==> config.mk <==
export PLATFORM = sky130hd
export DESIGN_NAME = ret_timer
export DESIGN_NICKNAME = d
export VERILOG_FILES = /design/src/rtl/ret_pkg.sv /design/src/rtl/ret_cmp_bank.sv /design/src/rtl/ret_timer.sv
export SDC_FILE = /design/constraint.sdc
export NUM_CORES = 1
export LEC_CHECK = 0
export ABC_AREA = 1
export BUFFER_PORTS_ARGS = -buffer_cell sky130_fd_sc_hd__buf_4
export CAP_MARGIN = 5
export CORE_ASPECT_RATIO = 1.75
export CORE_MARGIN = 2
export CORE_UTILIZATION = 51
export CTS_CLUSTER_SIZE = 16
export DETAILED_ROUTE_END_ITERATION = 16
export GPL_ROUTABILITY_DRIVEN = 0
export PLACE_DENSITY = 0.78
export SETUP_SLACK_MARGIN = 0.5
export SLEW_MARGIN = 0
export SYNTH_ARGS = -nofsm -noshare
export SYNTH_HDL_FRONTEND = slang
export SYNTH_SLANG_ARGS = --single-unit
==> constraint.sdc <==
create_clock -name ref_clk -period 3.4 [get_ports ref_clk]
set_input_delay 0.51 -clock ref_clk [delete_from_list [all_inputs] [get_ports ref_clk]]
set_output_delay 0.51 -clock ref_clk [all_outputs]
set_load 0.02 [all_outputs]
==> src/rtl/ret_pkg.sv <==
package ret_pkg;

  ////////////////////////////////////////////////////////////////////////////
  // Timing
  localparam int unsigned REF_CLK_PERIOD_NS = 50;
  localparam int unsigned TICK_PERIOD_NS    = 4000;
  // Least time rounds up to whole reference cycles
  localparam int unsigned PRESC_DIV_DEFAULT =
    (TICK_PERIOD_NS + REF_CLK_PERIOD_NS - 1) / REF_CLK_PERIOD_NS;
  localparam int unsigned PRESC_W_DEFAULT   = 8;

  ////////////////////////////////////////////////////////////////////////////
  // Counter and comparators
  localparam int unsigned TIME_W          = 24;
  localparam int unsigned BYTE_W          = 8;
  localparam int unsigned NUM_CMP_DEFAULT = 4;
  // Index of the second match comparator
  localparam int unsigned WAKE_CMP        = 1;
  localparam logic [TIME_W-1:0] TIME_RST  = 24'h00_0000;
  localparam logic [TIME_W-1:0] TIME_ONE  = 24'h00_0001;

  ////////////////////////////////////////////////////////////////////////////
  // Types
  typedef struct packed {
    logic [BYTE_W-1:0] hi;
    logic [BYTE_W-1:0] mid;
    logic [BYTE_W-1:0] lo;
  } ret_time_t;

  typedef enum logic [1:0] {
    RET_SEQ_RX,
    RET_SEQ_TX,
    RET_SEQ_CCA
  } ret_seq_t;

  typedef struct packed {
    logic     valid;
    logic     timed;
    ret_seq_t kind;
  } ret_seq_req_t;

  typedef enum logic {
    RET_ARM_IDLE,
    RET_ARM_WAIT
  } ret_arm_st_t;

  ////////////////////////////////////////////////////////////////////////////
  // Split a count into its three readable bytes
  function automatic ret_time_t ret_to_time(input logic [TIME_W-1:0] v);
    ret_time_t t;
    t.hi  = v[3*BYTE_W-1:2*BYTE_W];
    t.mid = v[2*BYTE_W-1:BYTE_W];
    t.lo  = v[BYTE_W-1:0];
    return t;
  endfunction : ret_to_time

endpackage : ret_pkg

==> src/rtl/ret_cmp_bank.sv <==
`timescale 1ns/100ps
module ret_cmp_bank
  import ret_pkg::*;
#(
  parameter int unsigned NUM_CMP = NUM_CMP_DEFAULT
) (
  input  wire logic                           ref_clk,
  input  wire logic                           sys_rst,
  input  wire logic [TIME_W-1:0]              count,
  input  wire logic                           count_step,
  input  wire logic [NUM_CMP-1:0][TIME_W-1:0] cmp_val,
  input  wire logic [NUM_CMP-1:0]             cmp_en,
  input  wire logic [NUM_CMP-1:0]             flag_clr,
  output logic      [NUM_CMP-1:0]             match_pulse,
  output logic      [NUM_CMP-1:0]             match_flag
);

  if (NUM_CMP < 1) begin : g_chk_num_cmp
    $error("NUM_CMP must be at least one");
  end

  logic [NUM_CMP-1:0] match_now;
  logic [NUM_CMP-1:0] match_pulse_r;
  logic [NUM_CMP-1:0] match_flag_r;
  logic [NUM_CMP-1:0] match_flag_nxt;

  ////////////////////////////////////////////////////////////////////////////
  // Match only in the cycle the counter takes a new value, so a comparator
  // fires once per pass and again after a wrap
  always_comb begin
    for (int i = 0; i < NUM_CMP; i++) begin
      match_now[i] = count_step & cmp_en[i] & (count == cmp_val[i]);
    end
  end

  always_ff @(posedge ref_clk) begin
    if (sys_rst) begin
      match_pulse_r <= '0;
    end else begin
      match_pulse_r <= match_now;
    end
  end

  ////////////////////////////////////////////////////////////////////////////
  // Sticky flags; a match in the clear cycle wins over the clear
  assign match_flag_nxt = (match_flag_r & ~flag_clr) | match_now;

  always_ff @(posedge ref_clk) begin
    if (sys_rst) begin
      match_flag_r <= '0;
    end else begin
      match_flag_r <= match_flag_nxt;
    end
  end

  assign match_pulse = match_pulse_r;
  assign match_flag  = match_flag_r;

endmodule : ret_cmp_bank

==> src/rtl/ret_timer.sv <==
`timescale 1ns/100ps
// Operation
// - Tick comes from a programmable divider on the reference clock.
// - System time is a 24-bit counter advancing on every tick.
// - Counter runs uninterrupted while the modem is out of low power.
// - Current count readable as upper, middle and lower bytes.
// - Default division gives a 250 kHz tick, four microsecond steps.
// - Four compare values; equality with the counter raises an interrupt.
// - Second comparator match wakes the modem from doze.
// - Counter is captured as timestamp when frame length field arrives.
// - RX, TX or CCA may be armed to start on second comparator match.
module ret_timer
  import ret_pkg::*;
#(
  parameter int unsigned NUM_CMP   = NUM_CMP_DEFAULT,
  parameter int unsigned PRESC_W   = PRESC_W_DEFAULT,
  parameter int unsigned PRESC_DEF = PRESC_DIV_DEFAULT
) (
  input  wire logic                           ref_clk,
  input  wire logic                           sys_rst,
  input  wire logic                           timer_run,
  input  wire logic [PRESC_W-1:0]             presc_div,
  input  wire logic                           doze_mode,
  input  wire logic [NUM_CMP-1:0][TIME_W-1:0] cmp_val,
  input  wire logic [NUM_CMP-1:0]             cmp_en,
  input  wire logic [NUM_CMP-1:0]             flag_clr,
  input  wire logic                           frame_length_field,
  input  wire ret_seq_req_t                   seq_req,
  input  wire logic                           seq_abort,
  output ret_time_t                           cur_time,
  output ret_time_t                           rx_stamp,
  output logic                                rx_stamp_new,
  output logic      [NUM_CMP-1:0]             match_flag,
  output logic                                irq,
  output logic                                doze_wake,
  output logic                                seq_armed,
  output logic                                seq_start,
  output ret_seq_t                            seq_kind
);

  ////////////////////////////////////////////////////////////////////////////
  // Elaboration checks
  if (NUM_CMP <= WAKE_CMP) begin : g_chk_num_cmp
    $error("NUM_CMP must include the second match comparator");
  end
  if (PRESC_W < 1 || PRESC_W > 16) begin : g_chk_presc_w
    $error("PRESC_W out of range");
  end
  if (PRESC_DEF >= (1 << PRESC_W)) begin : g_chk_presc_def
    $error("PRESC_DEF does not fit PRESC_W");
  end

  localparam logic [PRESC_W-1:0] PRESC_ONE = PRESC_W'(1);
  localparam logic [PRESC_W-1:0] PRESC_ZERO = '0;

  logic [PRESC_W-1:0] presc_r;
  logic [PRESC_W-1:0] presc_nxt;
  logic [PRESC_W-1:0] presc_last;
  logic               tick;
  logic [TIME_W-1:0]  count_r;
  logic [TIME_W-1:0]  count_nxt;
  logic               count_step_r;
  logic [TIME_W-1:0]  stamp_r;
  logic               stamp_new_r;
  logic [NUM_CMP-1:0] match_pulse;
  logic               wake_match;
  logic               doze_wake_r;
  ret_arm_st_t        arm_st_r;
  ret_seq_t           arm_kind_r;
  logic               seq_start_r;
  ret_seq_t           seq_kind_r;
  logic               seq_now;
  logic               seq_timed;

  ////////////////////////////////////////////////////////////////////////////
  // Prescaler: divide ratio of zero or one ticks every cycle
  always_comb begin
    if (presc_div <= PRESC_ONE) begin
      presc_last = PRESC_ZERO;
    end else begin
      presc_last = presc_div - PRESC_ONE;
    end
  end

  assign tick = timer_run & (presc_r >= presc_last);

  always_comb begin
    if (!timer_run || tick) begin
      presc_nxt = PRESC_ZERO;
    end else begin
      presc_nxt = presc_r + PRESC_ONE;
    end
  end

  always_ff @(posedge ref_clk) begin
    if (sys_rst) begin
      presc_r <= PRESC_ZERO;
    end else begin
      presc_r <= presc_nxt;
    end
  end

  ////////////////////////////////////////////////////////////////////////////
  // System time counter, wraps naturally at all ones
  assign count_nxt = count_r + TIME_ONE;

  always_ff @(posedge ref_clk) begin
    if (sys_rst) begin
      count_r <= TIME_RST;
    end else if (tick) begin
      count_r <= count_nxt;
    end
  end

  always_ff @(posedge ref_clk) begin
    if (sys_rst) begin
      count_step_r <= 1'b0;
    end else begin
      count_step_r <= tick;
    end
  end

  assign cur_time = ret_to_time(count_r);

  ////////////////////////////////////////////////////////////////////////////
  // Receive timestamp
  // Back-to-back strobes each take a fresh stamp
  always_ff @(posedge ref_clk) begin
    if (sys_rst) begin
      stamp_r     <= TIME_RST;
      stamp_new_r <= 1'b0;
    end else begin
      stamp_new_r <= frame_length_field;
      if (frame_length_field) begin
        stamp_r <= count_r;
      end
    end
  end

  assign rx_stamp     = ret_to_time(stamp_r);
  assign rx_stamp_new = stamp_new_r;

  ////////////////////////////////////////////////////////////////////////////
  // Comparators
  ret_cmp_bank #(
    .NUM_CMP     (NUM_CMP)
  ) ret_cmp_bank_i (
    .ref_clk     (ref_clk),
    .sys_rst     (sys_rst),
    .count       (count_r),
    .count_step  (count_step_r),
    .cmp_val     (cmp_val),
    .cmp_en      (cmp_en),
    .flag_clr    (flag_clr),
    .match_pulse (match_pulse),
    .match_flag  (match_flag)
  );

  // Interrupt is the unmasked OR of all flags
  assign irq        = |match_flag;
  assign wake_match = match_pulse[WAKE_CMP];

  ////////////////////////////////////////////////////////////////////////////
  // Doze wake-up
  always_ff @(posedge ref_clk) begin
    if (sys_rst) begin
      doze_wake_r <= 1'b0;
    end else begin
      doze_wake_r <= wake_match & doze_mode;
    end
  end

  assign doze_wake = doze_wake_r;

  ////////////////////////////////////////////////////////////////////////////
  // Timer-triggered sequences; a new request while armed is ignored,
  // and an abort beats a match in the same cycle
  assign seq_now   = seq_req.valid & ~seq_req.timed;
  assign seq_timed = seq_req.valid & seq_req.timed;

  always_ff @(posedge ref_clk) begin
    if (sys_rst) begin
      arm_st_r    <= RET_ARM_IDLE;
      arm_kind_r  <= RET_SEQ_RX;
      seq_start_r <= 1'b0;
      seq_kind_r  <= RET_SEQ_RX;
    end else begin
      seq_start_r <= 1'b0;
      case (arm_st_r)
        RET_ARM_IDLE: begin
          if (seq_now) begin
            seq_start_r <= 1'b1;
            seq_kind_r  <= seq_req.kind;
          end else if (seq_timed) begin
            arm_st_r   <= RET_ARM_WAIT;
            arm_kind_r <= seq_req.kind;
          end
        end
        RET_ARM_WAIT: begin
          if (seq_abort) begin
            arm_st_r <= RET_ARM_IDLE;
          end else if (wake_match) begin
            arm_st_r    <= RET_ARM_IDLE;
            seq_start_r <= 1'b1;
            seq_kind_r  <= arm_kind_r;
          end
        end
        default: begin
          arm_st_r <= RET_ARM_IDLE;
        end
      endcase
    end
  end

  assign seq_armed = (arm_st_r == RET_ARM_WAIT);
  assign seq_start = seq_start_r;
  assign seq_kind  = seq_kind_r;

endmodule : ret_timer

==> reports/results.ini, run 1 <==
[pwr]
p_total_mw = 2.201
power.density_nw_per_um2 = 321.7
ir_worst_vdd_mv = 0.2668
p_leak_nw = 3.626

[cts]
cts_hold_buffers = 0
htree_levels = 3
cts.reportedPaths.clkPinSlew_ns = 0.05
cts_setup_buffers = 0
cts_root_buf = clkbuf_16
postCtsResizedCells = 0
insertion_delay_ns = 0.35
cts_buffers = 9
tritoncts = done
clock-sinks = 70
cts_buffer_depth = 2

[route]
drc = 0
drtPass1Iterations = 5
ant_nets = 0
vias = 6046
wl_met3_um = 1422
met2_length_um = 9558
wirelength_um = 18780
vias_per_cell = 5.150
drt-met1-wl_um = 6475
wl_per_cell_um = 16.00
drt_iter0_drc = 373
dr.max_layer_used = met4

[setup_path]
crit_type = in -> reg
start_kind = input port
timing.rr.start = cur_time[0]
crit_family = simple AND/OR/NAND/NOR gates
reg2reg_depth = 8
path_cells = buf_4 -> inv_1 -> ha_1 -> nor2_1 -> nand3b_1 -> inv_1 -> or2_2 -> ha_1 -> inv_1 -> o21bai_1 -> nand2_1 -> nand2_1 -> nand2_1 -> nand2_2 -> buf_12 -> nand2_1 -> nand2_1 -> a21oi_1
worstSetupPathDepth = 18
critical_path.endpoint_type = flop
r2r_end = cur_time[16]
max_stage_delay_ns = 0.29
crit_required_ns = 3.63
crit_path_start = presc_div[0]
critPathBufInv = 5
crit_path_top_delay_cell = ha_1
arrival_ns = 2.85
crit_end = cur_time[7]
crit_fanout = 45
path_common_cell = nand2_1
rrSetupSlack_ns = 1.52

[floorplanning]
die_y_um = 138.1
rows = 49
core-area_um2 = 10120
die_width_um = 80.61
ios = 181
initial_utilization_pct = 51.77
die_area_um2 = 11130

[grt]
antenna_found_initial = 0
grt_start_max_net_pins = 50
grt_overflow_total = 0
grt_pass1_vias = 5888
grtUsageTotal_pct = 34.21
grt_pass1_wl_um = 28690

[cells_and_area]
instances_no_fill = 1174
final_area_um2 = 6842
area_growth_pct = 30.63
num-nets-final = 1176
antenna_cells = 0
drive_above_1_share_pct = 23.78

[synth]
synthesis.nets = 1020
syn-instance-count = 886
netlist_area_um2 = 5238
syn_avg_cell_area_um2 = 5.911
synth_cell_types = 33
seq_area_frac_synth_pct = 26.76
yosys_warnings = 0
ys_seq_elements = 70

[sta]
finClkSkew_ns = 0.008242
maxSlewViolCount = 0
setup_violations = 0
fmax_mhz = 380.5
finalSetupTns_ns = 0
rsz0062_at_grt = no
fin_crit_ns = 2.628
tightest_slew_ns = 0.7256
worst_slack_ns = 0.7717
fin_crit_sh_pct = 77.30
max_slew_margin_pct = 51.57
finalHoldViolCount = 0

[outcome]
outcome = completed

[place]
dpl.cell_count = 1158
hpwl_um = 14790
portBuffers = 180
dpl_cell_area_um2 = 6531
place_ws_ns = 0.4250

[run]
cap_violations = 0

[worst_hold_path]
hp-class = in -> reg

-- cell type report --
type	count	area, um^2
Sequential cell	70	1401
Fill cell	972	3274
Multi-Input combinational cell	648	3095
Timing Repair Buffer	182	1379
Tap cell	127	158.9
Inverter	131	496.7
Clock buffer	11	252.7
Clock inverter	5	57.56
-- cells in the final DEF (no fill, tap or decap), types with 3 or more instances in the layout --
master     Yosys  layout
xor2_1        15      15
o21ai_0       37      37
o22ai_1        3       3
nand4_1       11      11
buf_4         16     181
clkbuf_16      0       9
dfxtp_1       70      70
ha_1          12      12
nand2_1      290     290
nor2_4         6       6
xnor2_1       12      12
nand2_2       10      10
inv_2          7       7
nor3_1         8       8
nand2_4        4       4
inv_1        122     122
nand3b_1       3       3
a21oi_1       55      55
nand3_1       45      45
nor2_1       109     109
nor2_2         9       9
or2_2         10      10
-- cells by family (layout without fill, tap and decap cells) --
kind of cell / after synthesis / count (layout) / synth area share, %
xor gates and xnor gates: 27 / 27 / 4.515
buffers and inverters: 168 / 329 / 14.14
AOI/OAI and AO/OA: 99 / 99 / 9.675
adders and majority gates: 12 / 12 / 2.867
DFF: 70 / 70 / 26.76
and+or+nand+nor: 510 / 510 / 42.04
-- registers in the layout, summed over array words and instances, names as in the netlist --
register / count
arm_kind_r: 2
count_step_r: 1
cur_time: 24
doze_wake: 1
presc_r: 8
ret_cmp_bank_i.match_flag: 4
ret_cmp_bank_i.match_pulse: 1
rx_stamp: 24
rx_stamp_new: 1
seq_armed: 1
seq_kind: 2
seq_start: 1
-- power by group --
group | total (mW) | internal [mW] | switching [mW]
logic | 0.360 | 0.175 | 0.185
clock network | 0.988 | 0.608 | 0.381
registers | 0.853 | 0.841 | 0.0119
-- per-layer routing --
metal  vias up  GRT usage [%]
met2       287          59.47
met1      2645          35.11
met4         0          24.44
li1       3029              -
met3        85          7.050
met5         -              0
-- cell usage after synthesis, drive strengths merged --
| cell type | number | area [um^2] |
|---|---|---|
| ha | 12 | 150.1 |
| a31oi | 2 | 12.51 |
| nor2 | 125 | 553.0 |
| o21a | 1 | 7.510 |
| buf | 29 | 214.0 |
| o21bai | 1 | 7.510 |
| o22ai | 3 | 18.77 |
| nor3 | 10 | 60.06 |
| xor2 | 15 | 131.4 |
| nand3 | 45 | 225.2 |
| nand4 | 11 | 68.82 |
| dfxtp | 70 | 1401 |
| nor4 | 1 | 6.260 |
| a21oi | 55 | 275.3 |
| nand3b | 3 | 22.52 |
| nand2 | 304 | 1196 |
| xnor2 | 12 | 105.1 |
| or2 | 10 | 62.56 |
| clkbuf | 8 | 30.03 |
| nor3b | 1 | 7.510 |
| o21ai | 37 | 185.2 |
| inv | 131 | 496.7 |
-- worst min-delay path by stage --
stage / from / endpoint / slack, ns / cells after the start
2_1_floorplan: ret_cmp_bank_i.match_pulse[1] / doze_wake / 0.42 / 2
3_3_place_gp: ret_cmp_bank_i.match_pulse[1] / doze_wake / 0.44 / 2
3_5_place_dp: ret_cmp_bank_i.match_pulse[1] / doze_wake / 0.44 / 2
4_1_cts: doze_mode / doze_wake / 0.40 / 3
5_1_grt: doze_mode / doze_wake / 0.44 / 3
6_report: doze_mode / doze_wake / 0.40 / 3
-- tightest hold or removal path, delay by kind of cell --
family	cells	cell delay [ns]
buf+inv	1	0.08
simple gates	2	0.12
-- through the flow --
step / hold slack (ns) / util, %
floorplan: 0.4231 / -
global placement: 0.4370 / 64.56
detailed placement: 0.4445 / 64.56
CTS: 0.4039 / 67.63
global route: 0.4364 / 67.63
finish: 0.4034 / 67.63
(Power assumes the default switching activity.)
==> run 2: changes to the inputs <==
--- a/config.mk
+++ b/config.mk
@@ -10,11 +10,11 @@
 export CAP_MARGIN = 5
 export CORE_ASPECT_RATIO = 1.75
 export CORE_MARGIN = 2
-export CORE_UTILIZATION = 51
+export CORE_UTILIZATION = 46
 export CTS_CLUSTER_SIZE = 16
 export DETAILED_ROUTE_END_ITERATION = 16
 export GPL_ROUTABILITY_DRIVEN = 0
-export PLACE_DENSITY = 0.78
+export PLACE_DENSITY = 0.74
 export SETUP_SLACK_MARGIN = 0.5
 export SLEW_MARGIN = 0
 export SYNTH_ARGS = -nofsm -noshare
==> constraint.sdc (replaced) <==
create_clock -name ref_clk -period 2.4 [get_ports ref_clk]
set_input_delay 0.36 -clock ref_clk [delete_from_list [all_inputs] [get_ports ref_clk]]
set_output_delay 0.36 -clock ref_clk [all_outputs]
set_load 0.02 [all_outputs]
==> run 2 against run 1 <==
Count of clock-buffer cells in the layout down 2; core utilization up 0.35 points; design area is 10% higher; hold slack got worse by 0.16 ns; sequential power rose by 42%; highest routed layer unchanged; global-route usage is 2.7 points lower; die area is 10% higher; setup slack worse by 0.58 ns; clock power grew 38%; clock skew rose by 0.00074 ns.
==> reports/results.ini, run 2 (synthesis gave the netlist of run 1 again) <==
[cells_and_area]
drive_above_1_share_pct = 31.91  ; was 23.78%
instances_no_fill = 1210  ; was 1174
final_area_um2 = 7548  ; was 6842 um^2
regArea_um2 = 1404  ; was 1401 um^2
area_growth_pct = 44.12  ; was 30.63%
mostFrequentLayoutCell = nand2_1  ; unchanged
final_cell_mix = nand2_1 (281), buf_4 (198), inv_1 (116), nor2_1 (99), dfxtp_1 (68)  ; was nand2_1 (290), buf_4 (181), inv_1 (122), nor2_1 (109), dfxtp_1 (70)
multi_input_area_um2 = 3438  ; was 3095 um^2
num-nets-final = 1207  ; was 1176
nFillCells = 1019  ; was 972
antenna_cells = 0  ; unchanged

[outcome]
outcome = completed  ; unchanged

[place]
dpl_cell_area_um2 = 6860  ; was 6531 um^2
portBuffers = 180  ; unchanged
hpwl_um = 15740  ; was 14790 um
dpl.cell_count = 1185  ; was 1158

[route]
drtPass1Iterations = 5  ; unchanged
ant_nets = 0  ; unchanged
vias = 6399  ; was 6046
drc = 0  ; unchanged
wl_per_cell_um = 17.24  ; was 16.00 um
drt_iter0_drc = 451  ; was 373
vias_per_cell = 5.288  ; was 5.150
wirelength_um = 20860  ; was 18780 um

[cts]
insertion_delay_ns = 0.34  ; was 0.35 ns
cts.reportedPaths.clkPinSlew_ns = 0.06  ; was 0.05 ns
cts_root_buf = clkbuf_16  ; unchanged
htree_levels = 3  ; unchanged
cts_buffers = 9  ; unchanged
tritoncts = done  ; unchanged
clock-sinks = 70  ; unchanged
cts_hold_buffers = 0  ; unchanged
cts_buffer_depth = 2  ; unchanged

[pwr]
switchingPower_uw = 862.2  ; was 577.5 uW
clock_power_share_pct = 43.2  ; was 44.9%
p_leak_nw = 3.851  ; was 3.626 nW
ir_worst_vdd_mv = 0.3760  ; was 0.2668 mV
p_int_mw = 2.285  ; was 1.623 mW
p_seq_share_pct = 38.4  ; was 38.7%
p_sw_share_pct = 27.40  ; was 26.24%
power.density_nw_per_um2 = 416.9  ; was 321.7 nW/um^2
p_comb_share_pct = 18.4  ; was 16.3%

[setup_path]
start_kind = input port  ; unchanged
arrival_ns = 2.44  ; was 2.85 ns
critical_path.endpoint_type = flop  ; unchanged
crit_required_ns = 2.63  ; was 3.63 ns
crit_fanout = 7  ; was 45
rrSetupSlack_ns = 0.32  ; was 1.52 ns
crit_type = in -> reg  ; unchanged

[grt]
grt_pass1_wl_um = 30290  ; was 28690 um
grt_overflow_total = 0  ; unchanged
grt_start_max_net_pins = 50  ; unchanged
grtUsageTotal_pct = 31.54  ; was 34.21%
antenna_found_initial = 0  ; unchanged
grt_pass1_vias = 5954  ; was 5888

[floorplanning]
die_width_um = 84.66  ; was 80.61 um
rows = 51  ; was 49
die_area_um2 = 12290  ; was 11130 um^2
die_y_um = 145.2  ; was 138.1 um
ios = 181  ; unchanged
core-area_um2 = 11100  ; was 10120 um^2
initial_utilization_pct = 47.17  ; was 51.77%

[sta]
rsz0062_at_grt = yes  ; was no
finClkSkew_ns = 0.008984  ; was 0.008242 ns
max_slew_margin_pct = 60.94  ; was 51.57%
fmax_mhz = 453.4
finalHoldViolCount = 0  ; unchanged
fin_crit_sh_pct = 91.90
maxSlewViolCount = 0  ; unchanged
tightest_slew_ns = 0.5850  ; was 0.7256 ns
fin_crit_ns = 2.206
setup_violations = 0  ; unchanged

[run]
cap_violations = 0  ; unchanged

[worst_hold_path]
hp-class = in -> reg  ; unchanged

-- run 2: metrics by stage --
stage                     total power [mW]  setup TNS, ns  worst slack, ns  util (%)  hold slack [ns]
after floorplan                      1.476              0           0.1755         -           0.4231
after global placement               1.758        -0.1777         -0.03189     61.79           0.4352
after detailed placement             1.764         -1.339          -0.1054     61.79           0.4341
after CTS                            3.116              0           0.3314     65.08           0.2345
after global routing                 3.260              0           0.1266     67.99           0.2463
final                                3.147              0           0.1943     67.99           0.2398
-- run 2: worst paths after layout --
kind                                 start            to  depth (start not counted)
max                           presc_div[4]  cur_time[15]                         16
min reg2reg  ret_cmp_bank_i.match_pulse[1]     doze_wake                          2
min                              doze_mode     doze_wake                          3
max reg2reg                    cur_time[0]  cur_time[16]                          8
-- run 2: what timing repair did --
item                                    4_1_cts  5_1_grt
endpoints found under the setup margin       33       35
setup buffers                                 2        1
cloned                                        0        6
pin swaps                                     4       17
gates resized for setup                      14       48
-- run 2: power groups by stage --
stage / registers (mW) / logic, mW / clock network (mW)
2_1_floorplan: 1.26 / 0.215 / 0
3_3_place_gp: 1.23 / 0.525 / 0
3_5_place_dp: 1.23 / 0.530 / 0
4_1_cts: 1.21 / 0.543 / 1.36
5_1_grt: 1.21 / 0.627 / 1.42
6_report: 1.21 / 0.578 / 1.36
-- run 2: cell type report --
cell class / instances / share of cell area, %
Timing Repair Buffer: 212 / 22.89
Clock inverter: 7 / 0.9780
Multi-Input combinational cell: 649 / 45.55
Clock buffer: 9 / 2.984
Tap cell: 132 / 2.188
Sequential cell: 70 / 18.60
Inverter: 131 / 6.813
-- run 2: per-layer routing --
metal  global-route usage (%)  wire length, um  vias up
met5                        0                0        -
met4                    17.94             1381        0
met3                    4.209             1297       96
met2                    57.68            10970      328
met1                    33.70             7213     2888
li1                         -                -     3087
-- run 2: critical path, stage by stage --
cell	delay (ns)
buf_4	0.12
nor2_4	0.08
inv_2	0.05
nor3_4	0.19
nand4_1	0.15
xor2_1	0.21
nand2_2	0.09
ha_4	0.28
nand2_1	0.07
nor2_1	0.19
nand2_4	0.12
nand2_8	0.13
buf_12	0.14
nand3_1	0.09
nand2_1	0.09
nor2_1	0.05
